<file path="config.mk">
export PLATFORM = sky130hd
export DESIGN_NAME = bst_tap_controller
export DESIGN_NICKNAME = d
export VERILOG_FILES = /design/src/verilog/bst_pkg.sv /design/src/verilog/bst_shift_reg.sv /design/src/verilog/bst_tap_controller.sv
export SDC_FILE = /design/constraint.sdc
export NUM_CORES = 1
export LEC_CHECK = 0
export ABC_AREA = 1
export ABC_CLOCK_PERIOD_IN_PS = 2180
export BUFFER_PORTS_ARGS = -buffer_cell sky130_fd_sc_hd__buf_2
export CORE_AREA = 2 2 122 124
export CTS_CLUSTER_DIAMETER = 120
export CTS_CLUSTER_SIZE = 12
export DETAILED_ROUTE_END_ITERATION = 6
export DIE_AREA = 0 0 124 126
export GPL_TIMING_DRIVEN = 0
export PLACE_DENSITY = 0.75
export SLEW_MARGIN = 20
export SYNTH_ARGS = -nofsm -noshare
export SYNTH_HDL_FRONTEND = slang
export SYNTH_SLANG_ARGS = --single-unit
</file>
<file path="constraint.sdc">
create_clock -name clk -period 2.18 [get_ports clk]
set_clock_uncertainty 0.15 [all_clocks]
set_input_delay 0.436 -clock clk [delete_from_list [all_inputs] [get_ports clk]]
set_output_delay 0.436 -clock clk [all_outputs]
set_load 0.1 [all_outputs]
</file>
<file path="src/verilog/bst_pkg.sv">
// Package of constants and types for the boundary-scan test port controller
package bst_pkg;
    localparam int IrWidth = 8;
    localparam int BypassWidth = 1;
    localparam int ChainWidth = 52;
    localparam int OpCtlWidth = 3;
    localparam int IdWidth = 32;
    localparam int OeCellLo = 48;
    localparam int OeCellHi = 51;
    localparam int ResetTmsCycles = 5;
    localparam logic [7:0] IrResetValue = 8'h81;
    localparam logic [7:0] IrCaptureValue = 8'h81;
    localparam logic [2:0] OpCtlResetValue = 3'h2;
    // Opcodes with bit 7 as even parity; only low seven bits decode
    localparam logic [6:0] OpExtest = 7'h00;
    localparam logic [6:0] OpIdcode = 7'h01;
    localparam logic [6:0] OpSample = 7'h02;
    localparam logic [6:0] OpBypass = 7'h7F;
    localparam logic [6:0] OpHighz = 7'h06;
    localparam logic [6:0] OpClamp = 7'h07;
    localparam logic [6:0] OpRunt = 7'h09;
    localparam logic [6:0] OpReadOpCtl = 7'h0A;
    localparam logic [6:0] OpWriteOpCtl = 7'h0B;
    typedef enum logic [1:0] {SelBypass, SelChain, SelOpCtl, SelId} bst_sel_e;
    typedef enum logic [3:0] {
        TestLogicReset, RunTestIdle, SelectDrScan, CaptureDr, ShiftDr, Exit1Dr, PauseDr,
        Exit2Dr, UpdateDr, SelectIrScan, CaptureIr, ShiftIr, Exit1Ir, PauseIr, Exit2Ir,
        UpdateIr
    } bst_state_e;
endpackage

</file>
<file path="src/verilog/bst_shift_reg.sv">
// Serial shift register with parallel capture and reset value
`timescale 1ns/100ps
`default_nettype none
module bst_shift_reg #(
    parameter int Width = 8
) (
    // Clock and reset
    input wire logic clk,
    input wire logic reset_n,
    // Control
    input wire logic clear,
    input wire logic [Width-1:0] clearValue,
    input wire logic capture,
    input wire logic [Width-1:0] captureValue,
    input wire logic shift,
    input wire logic serialIn,
    // Contents
    output logic [Width-1:0] value
);
    if (Width < 1) begin : gWidthCheck
        $error("bst_shift_reg needs Width of at least 1");
    end

    logic [Width-1:0] value_q;

    always_ff @(posedge clk) begin
        if (!reset_n || clear) begin
            value_q <= clearValue;
        end else if (capture) begin
            value_q <= captureValue;
        end else if (shift) begin
            // One expression serves every width, one-bit included
            value_q <= Width'({serialIn, value_q} >> 1);
        end
    end

    assign value = value_q;
endmodule
`default_nettype wire

</file>
<file path="src/verilog/bst_tap_controller.sv">
// Boundary-scan test access port controller with its test registers
`timescale 1ns/100ps
`default_nettype none
module bst_tap_controller
    import bst_pkg::*;
#(
    parameter logic [31:0] IdCode = 32'h0000_0001 // Arbitrary identification value
) (
    // System clock and reset
    input wire logic clk,
    input wire logic reset_n,
    // Test access port pins, pulled up outside when left open
    input wire logic testClock,
    input wire logic testModeSelect,
    input wire logic testDataIn,
    output logic testDataOut,
    output logic testDataOutEn,
    // Pin states observed by the chain
    input wire logic [ChainWidth-1:0] pinSample,
    input wire logic [1:0] port_output_enable_n,
    // Test state seen by the device core
    output logic testMode,
    output logic [ChainWidth-1:0] pinCellOut,
    output logic [OpCtlWidth-1:0] opCtl,
    output logic testOpRun,
    output logic [IrWidth-1:0] instruction
);
    // Pin synchronisers; first stage read only by the second
    logic [2:0] syncA_q;
    logic [2:0] syncB_q;
    logic tckPrev_q;
    logic tckRise;
    logic tckFall;

    always_ff @(posedge clk) begin
        if (!reset_n) begin
            // Clock bit low like the idle pin, so no false edge follows reset
            syncA_q <= 3'h3;
            syncB_q <= 3'h3;
            tckPrev_q <= 1'b0;
        end else begin
            syncA_q <= {testClock, testModeSelect, testDataIn};
            syncB_q <= syncA_q;
            tckPrev_q <= syncB_q[2];
        end
    end

    assign tckRise = syncB_q[2] && !tckPrev_q;
    assign tckFall = !syncB_q[2] && tckPrev_q;

    wire tms = syncB_q[1];
    wire tdi = syncB_q[0];

    bst_state_e state_q;
    bst_state_e state_d;

    always_comb begin
        state_d = state_q;
        unique case (state_q)
            TestLogicReset: state_d = tms ? TestLogicReset : RunTestIdle;
            RunTestIdle: state_d = tms ? SelectDrScan : RunTestIdle;
            SelectDrScan: state_d = tms ? SelectIrScan : CaptureDr;
            CaptureDr: state_d = tms ? Exit1Dr : ShiftDr;
            ShiftDr: state_d = tms ? Exit1Dr : ShiftDr;
            Exit1Dr: state_d = tms ? UpdateDr : PauseDr;
            PauseDr: state_d = tms ? Exit2Dr : PauseDr;
            Exit2Dr: state_d = tms ? UpdateDr : ShiftDr;
            UpdateDr: state_d = tms ? SelectDrScan : RunTestIdle;
            SelectIrScan: state_d = tms ? TestLogicReset : CaptureIr;
            CaptureIr: state_d = tms ? Exit1Ir : ShiftIr;
            ShiftIr: state_d = tms ? Exit1Ir : ShiftIr;
            Exit1Ir: state_d = tms ? UpdateIr : PauseIr;
            PauseIr: state_d = tms ? Exit2Ir : PauseIr;
            Exit2Ir: state_d = tms ? UpdateIr : ShiftIr;
            UpdateIr: state_d = tms ? SelectDrScan : RunTestIdle;
        endcase
    end

    always_ff @(posedge clk) begin
        if (!reset_n) begin
            state_q <= TestLogicReset;
        end else if (tckRise) begin
            state_q <= state_d;
        end
    end

    wire inReset = (state_q == TestLogicReset);
    wire advance = tckRise;

    // Instruction decode, parity checked
    function automatic bst_sel_e decodeSel(input logic [IrWidth-1:0] op);
        bst_sel_e sel;
        sel = SelBypass;
        if (^op == 1'b0) begin
            unique case (op[6:0])
                OpExtest, OpSample, OpRunt, OpClamp, OpHighz: sel = SelChain;
                OpIdcode: sel = SelId;
                OpReadOpCtl, OpWriteOpCtl: sel = SelOpCtl;
                default: sel = SelBypass;
            endcase
        end
        return sel;
    endfunction

    function automatic logic opTestMode(input logic [IrWidth-1:0] op);
        logic tm;
        tm = 1'b0;
        if (^op == 1'b0) begin
            tm = (op[6:0] == OpExtest) || (op[6:0] == OpRunt) || (op[6:0] == OpClamp)
                || (op[6:0] == OpHighz);
        end
        return tm;
    endfunction

    logic [IrWidth-1:0] instruction_q;
    bst_sel_e sel;
    assign sel = decodeSel(instruction_q);

    // Phase of the cycle: rising edge steps shift registers
    wire capDr = advance && (state_q == CaptureDr);
    wire shDr = advance && (state_q == ShiftDr);
    wire capIr = advance && (state_q == CaptureIr);
    wire shIr = advance && (state_q == ShiftIr);

    logic [IrWidth-1:0] irShift;
    logic [0:0] bypassShift;
    logic [ChainWidth-1:0] chainShift;
    logic [OpCtlWidth-1:0] opCtlShift;
    logic [IdWidth-1:0] idShift;
    logic [OeCellHi-OeCellLo:0] oeCell_q;
    logic [OeCellLo-1:0] dataCell_q;
    logic [OpCtlWidth-1:0] opCtl_q;

    // Enable cells 51 and 50 gated by the observed port enables; 48 and 49 captured as sampled
    logic [ChainWidth-1:0] chainCapture;
    always_comb begin
        chainCapture = pinSample;
        chainCapture[OeCellHi-1:OeCellLo] = {3{1'b0}} | pinSample[OeCellHi-1:OeCellLo];
        chainCapture[OeCellHi] = !port_output_enable_n[1] && pinSample[OeCellHi];
        chainCapture[OeCellHi-1] = !port_output_enable_n[0] && pinSample[OeCellHi-1];
    end

    bst_shift_reg #(.Width(IrWidth)) irReg (
        .clk(clk),
        .reset_n(reset_n),
        .clear(inReset),
        .clearValue(IrResetValue),
        .capture(capIr),
        .captureValue(IrCaptureValue),
        .shift(shIr),
        .serialIn(tdi),
        .value(irShift)
    );

    bst_shift_reg #(.Width(BypassWidth)) bypassReg (
        .clk(clk),
        .reset_n(reset_n),
        .clear(1'b0),
        .clearValue(1'b0),
        .capture(capDr && sel == SelBypass),
        .captureValue(1'b0),
        .shift(shDr && sel == SelBypass),
        .serialIn(tdi),
        .value(bypassShift)
    );

    bst_shift_reg #(.Width(ChainWidth)) chainReg (
        .clk(clk),
        .reset_n(reset_n),
        .clear(1'b0),
        .clearValue({ChainWidth{1'b0}}),
        .capture(capDr && sel == SelChain),
        .captureValue(chainCapture),
        .shift(shDr && sel == SelChain),
        .serialIn(tdi),
        .value(chainShift)
    );

    bst_shift_reg #(.Width(OpCtlWidth)) opCtlReg (
        .clk(clk),
        .reset_n(reset_n),
        .clear(1'b0),
        .clearValue(OpCtlResetValue),
        .capture(capDr && sel == SelOpCtl),
        .captureValue(opCtl_q),
        .shift(shDr && sel == SelOpCtl),
        .serialIn(tdi),
        .value(opCtlShift)
    );

    bst_shift_reg #(.Width(IdWidth)) idReg (
        .clk(clk),
        .reset_n(reset_n),
        .clear(1'b0),
        .clearValue(IdCode),
        .capture(capDr && sel == SelId),
        .captureValue(IdCode),
        .shift(shDr && sel == SelId),
        .serialIn(tdi),
        .value(idShift)
    );

    // Update and output work on the falling edge
    wire fallUpdDr = tckFall && (state_q == UpdateDr);
    wire fallUpdIr = tckFall && (state_q == UpdateIr);

    always_ff @(posedge clk) begin
        if (!reset_n || inReset) begin
            instruction_q <= IrResetValue;
        end else if (fallUpdIr) begin
            instruction_q <= irShift;
        end
    end

    // Only enable cells clear in TestLogicReset; data cells clear only from reset_n
    always_ff @(posedge clk) begin
        if (!reset_n || inReset) begin
            oeCell_q <= 4'h0;
        end else if (fallUpdDr && sel == SelChain) begin
            oeCell_q <= chainShift[OeCellHi:OeCellLo];
        end
    end

    always_ff @(posedge clk) begin
        if (!reset_n) begin
            dataCell_q <= {OeCellLo{1'b0}};
        end else if (fallUpdDr && sel == SelChain) begin
            dataCell_q <= chainShift[OeCellLo-1:0];
        end
    end

    always_ff @(posedge clk) begin
        if (!reset_n || inReset) begin
            opCtl_q <= OpCtlResetValue;
        end else if (fallUpdDr && sel == SelOpCtl
                     && instruction_q[6:0] == OpWriteOpCtl) begin
            opCtl_q <= opCtlShift;
        end
    end

    // Serial output mux and enable, registered at the falling edge
    logic serialBit;
    always_comb begin
        serialBit = bypassShift[0];
        if (state_q == ShiftIr) begin
            serialBit = irShift[0];
        end else begin
            unique case (sel)
                SelBypass: serialBit = bypassShift[0];
                SelChain: serialBit = chainShift[0];
                SelOpCtl: serialBit = opCtlShift[0];
                SelId: serialBit = idShift[0];
            endcase
        end
    end

    wire inShift = (state_q == ShiftDr) || (state_q == ShiftIr);
    logic tdo_q;
    logic tdoEn_q;

    always_ff @(posedge clk) begin
        if (!reset_n) begin
            tdo_q <= 1'b0;
            tdoEn_q <= 1'b0;
        end else if (tckFall) begin
            tdo_q <= inShift ? serialBit : 1'b0;
            tdoEn_q <= inShift;
        end
    end

    // Test state driven to the core
    logic testMode_q;
    logic testOpRun_q;
    always_ff @(posedge clk) begin
        if (!reset_n) begin
            testMode_q <= 1'b0;
            testOpRun_q <= 1'b0;
        end else begin
            testMode_q <= !inReset && opTestMode(instruction_q);
            // Runs only in idle with OpRunt loaded; reset loads OpIdcode, so reset exit alone starts nothing
            testOpRun_q <= (state_q == RunTestIdle) && (^instruction_q == 1'b0)
                && (instruction_q[6:0] == OpRunt);
        end
    end

    assign testDataOut = tdo_q;
    assign testDataOutEn = tdoEn_q;
    assign testMode = testMode_q;
    assign testOpRun = testOpRun_q;
    assign pinCellOut = {oeCell_q, dataCell_q};
    assign opCtl = opCtl_q;
    assign instruction = instruction_q;

    // Assertions
    logic [2:0] tmsHighCnt_q;
    always_ff @(posedge clk) begin
        if (!reset_n) begin
            tmsHighCnt_q <= 3'h0;
        end else if (tckRise) begin
            tmsHighCnt_q <= !tms ? 3'h0 : (tmsHighCnt_q == 3'h7 ? 3'h7 : tmsHighCnt_q + 3'h1);
        end
    end

    reset_five_a: assert property (@(posedge clk) disable iff (!reset_n)
        tmsHighCnt_q >= 3'h5 |-> state_q == TestLogicReset)
        else $error("five high mode cycles did not reach reset");
    select_leave_a: assert property (@(posedge clk) disable iff (!reset_n)
        tckRise && (state_q == SelectDrScan || state_q == SelectIrScan)
        |=> state_q != $past(state_q))
        else $error("scan select state held");
    ir_reset_a: assert property (@(posedge clk) disable iff (!reset_n)
        state_q == TestLogicReset |=> instruction_q == IrResetValue)
        else $error("instruction not reset");
    oe_cells_a: assert property (@(posedge clk) disable iff (!reset_n)
        state_q == TestLogicReset |=> oeCell_q == 4'h0)
        else $error("enable cells not cleared");
    opctl_reset_a: assert property (@(posedge clk) disable iff (!reset_n)
        state_q == TestLogicReset |=> opCtl_q == OpCtlResetValue)
        else $error("operation control not reset");
    tdo_off_a: assert property (@(posedge clk) disable iff (!reset_n)
        tckFall && !inShift |=> !testDataOutEn)
        else $error("serial output driven outside shift");
    tdo_on_a: assert property (@(posedge clk) disable iff (!reset_n)
        tckFall && state_q == ShiftDr |=> testDataOutEn && testDataOut == $past(serialBit))
        else $error("serial output not enabled in shift");
    tdo_falling_a: assert property (@(posedge clk) disable iff (!reset_n)
        $changed(testDataOutEn) |-> $past(tckFall))
        else $error("serial enable moved off falling edge");
    capture_ir_a: assert property (@(posedge clk) disable iff (!reset_n)
        capIr |=> irShift == IrCaptureValue)
        else $error("status pattern not captured");
    op_idle_a: assert property (@(posedge clk) disable iff (!reset_n)
        testOpRun |-> $past(state_q) == RunTestIdle)
        else $error("test operation outside idle");

    shift_dr_c: cover property (@(posedge clk) disable iff (!reset_n) shDr && sel == SelId);
    update_ir_c: cover property (@(posedge clk) disable iff (!reset_n) fallUpdIr);
    run_op_c: cover property (@(posedge clk) disable iff (!reset_n) testOpRun);
endmodule
`default_nettype wire

</file>
==> impl_metrics.env <==
export IMPL_drt_iter0_markers=641
export IMPL_pwr_share_clk_pct=48.8
export IMPL_dr_total_vias=7235
export IMPL_area_delta_synth_final_pct=46.2
export IMPL_grt_pass1_vias=6328
export IMPL_internal_power_mw=5.21
export IMPL_wl_um=21600
export IMPL_drc=0
export IMPL_dp_hpwl_um=12600
export IMPL_vias_per_cell=5.65
export IMPL_sw_frac_of_total_pct=21.2
export IMPL_overflow=0
export IMPL_yosysTopAreaCell="dfxtp_1"
export IMPL_start_kind="register"
export IMPL_finalHoldViolations=0
export IMPL_avgRoutedWirePerCell_um=16.8
export IMPL_slew_limit_headroom_pct=47.2
export IMPL_initial_core_util_pct=49.0
export IMPL_netlist_area_leader_share_pct=50.2
export IMPL_irDropWorstVdd_mv=0.531
export IMPL_holdWs_ps=52.8
export IMPL_max_slew_worst_pin_slew_ps=793
export IMPL_place_ws_ps=-339
export IMPL_power_switching_mw=1.40
export IMPL_avgSynthCellArea_um2=7.82
export IMPL_async_flop_share_pct=0
export IMPL_fin_tns_setup_ps=-7740
export IMPL_timing_final_crit_period_ps=2350
export IMPL_grt_max_degree=17
export IMPL_die_area_um2=15600
export IMPL_ioPinCount=126
export IMPL_fin_cells=1281
export IMPL_gp_congestion=0.959
export IMPL_maxCapViolCount=0
export IMPL_antenna_found_initial=0
export IMPL_p_leak_nw=3.98
export IMPL_ant_nets=0
export IMPL_cellPowerDensity_nw_per_um2=644
export IMPL_ys_warn_count=0
export IMPL_die_h_um=126
export IMPL_ys_seq_area_share_pct=50.2
export IMPL_grt_pass1_wl_um=30300
export IMPL_dieWidth_um=124
export IMPL_cts_tree="done"
export IMPL_utilization_pct=71.7
export IMPL_endpoint_kind="register"
export IMPL_arrival_ps=2560
export IMPL_min_period_over_period_pct=108
export IMPL_min_path_type="in -> reg"
export IMPL_yosys_register_bits=176
export IMPL_cts_sink_count=176
export IMPL_postSynthCellCount=897
export IMPL_io_buffers=125
export IMPL_clockBufferDepth=2
export IMPL_ys_flop_type="dfxtp_1"
export IMPL_crit_path_max_fanout=6
export IMPL_core_area_um2=14300
export IMPL_clk_pin_slew_ps=60
export IMPL_drive_gt1_share_pct=40.3
export IMPL_worstSkewPairLatency_ps=430
export IMPL_cts_root_buf="clkbuf_16"
export IMPL_ys_types=34
export IMPL_pwr_share_seq_pct=48.7
export IMPL_maxSlewViolCount=0
export IMPL_num_antenna_cells=0
export IMPL_finalNetCount=1151
export IMPL_htree_levels=4
export IMPL_crit_type="reg -> reg"
export IMPL_final_setup_worst_slack_ps=-168
export IMPL_cp_required_ps=2390
export IMPL_finalSetupViolCount=124
export IMPL_syn_area_um2=7020
export IMPL_first_pass_iters=5
export IMPL_num_rows=44
export IMPL_design_area_um2=10300
export IMPL_violations="negative setup slack"
export IMPL_synthTopCellsByArea="dfxtp_1, a21oi_1, nand2_1, o22ai_1, nand3_1"
export IMPL_place_area_um2=7960
export IMPL_synth_edf_count=0
export IMPL_finalPower_mw=6.61
export IMPL_dpl_cell_count=1206
export IMPL_cts_buffers=17
export IMPL_p_comb_share_pct=2.5
export IMPL_synth_nets=964
export IMPL_grt_usage_pct=24.4
export IMPL_status="complete, but fails checks"
export IMPL_rsz0062_at_grt="yes"
export IMPL_max_freq_mhz=426
## path summary, 6_finish.rpt
path	from	endpoint	slack, ps	cells past startpoint
setup / recovery	instruction[1]$_SDFFE_PP0N_	chainReg.value[34]$_SDFFE_PN0P_	-170	17
setup reg to reg	instruction[1]$_SDFFE_PP0N_	chainReg.value[34]$_SDFFE_PN0P_	-170	17
hold / removal	testDataIn	syncA_q[0]$_SDFF_PN1_	50	2
hold reg to reg	syncA_q[0]$_SDFF_PN1_	syncB_q[0]$_SDFF_PN1_	260	1
## critical path, stage by stage, from the launching register on
cell and delay [ps]:
dfxtp_4 360, inv_4 40, ha_4 270, nand2_2 90, nand2_4 70, nand2_4 60
nand2_2 60, nand2_2 60, nand2_4 100, nand2_4 80, nor2_8 160, o21ai_2 70
inv_2 120, buf_8 150, buf_12 110, buf_8 110, o21ai_2 60, a21oi_1 140
## power by group through the flow
stage | Combinational, mW | Clock, mW | Sequential [mW]
2_1_floorplan | 0.0516 | 0 | 3.29
3_3_place_gp | 0.137 | 0 | 3.29
3_5_place_dp | 0.135 | 0 | 3.29
4_1_cts | 0.137 | 3.26 | 3.22
5_1_grt | 0.174 | 3.42 | 3.21
6_report | 0.166 | 3.23 | 3.22
## Yosys cell counts (2+ instances only)
| master | instances |
|---|---|
| a211oi_1 | 2 |
| a21oi_1 | 161 |
| a31oi_1 | 3 |
| buf_1 | 3 |
| buf_2 | 30 |
| buf_4 | 3 |
| buf_6 | 2 |
| clkbuf_1 | 22 |
| dfxtp_1 | 176 |
| ha_1 | 8 |
| inv_1 | 47 |
| inv_2 | 6 |
| nand2_1 | 180 |
| nand3_1 | 65 |
| nand4_1 | 4 |
| nor2_1 | 28 |
| nor2_2 | 3 |
| nor2_4 | 2 |
| nor3_1 | 3 |
| o211ai_1 | 5 |
| o21ai_0 | 65 |
| o21ai_1 | 11 |
| o22ai_1 | 54 |
| or2_2 | 4 |
## state kept, by name, summed over array words and instances (netlist names), 4 cells and up, named ones only
register and flops:
idReg.value 32, oeCell_q 4, chainReg.value 52, dataCell_q 48, state_q 4, irReg.value 8, instruction 8
## area by class of cell
class | count | area, um^2
well taps | 184 | 230
clock buffers | 21 | 480
inverters | 54 | 225
repair buffers | 171 | 1270
clock inverters | 11 | 150
fillers | 1046 | 4060
flip-flops and latches | 176 | 3550
plain buffers | 56 | 473
multi-input cells | 608 | 3870
## timing repair
item,in CTS,in global routing
gates resized for setup,31,284
pin swaps,8,44
buffers inserted,18,12
gates cloned,2,15
setup endpoints to repair,137,148
hold buffers,0,0
## cell families (layout without fill, tap and decap cells)
group / after synthesis / in the layout / share of synthesized area (%)
DFF: 176 / 176 / 50.2
buffers and inverters: 114 / 313 / 7.01
xor gates and xnor gates: 1 / 1 / 0.125
adders and majority gates: 8 / 8 / 1.43
and+or+nand+nor: 295 / 296 / 18.3
AOI/OAI and AO/OA: 303 / 303 / 22.9
## placed cells by master (no fill, tap or decap), types with 17 or more instances in the layout
cell type	netlist	layout
clkbuf_1	22	17
dfxtp_1	176	168
o21ai_0	65	56
a21oi_1	161	88
o22ai_1	54	52
clkbuf_16	0	28
nand2_4	1	44
nor2_1	28	26
inv_1	47	41
a21oi_2	0	73
nand3_1	65	54
buf_2	30	133
nand2_1	180	121
buf_4	3	26
## layer usage
metal	vias up	wire, um	track usage [%]	part of all wire (%)
met5	-	0	0	0
met4	0	684	9.25	3.2
met3	63	1370	5.34	6.4
met2	314	10300	38.4	48
met1	3402	9180	32.8	43
li1	3456	-	-	-
(Power assumes the default switching activity.)
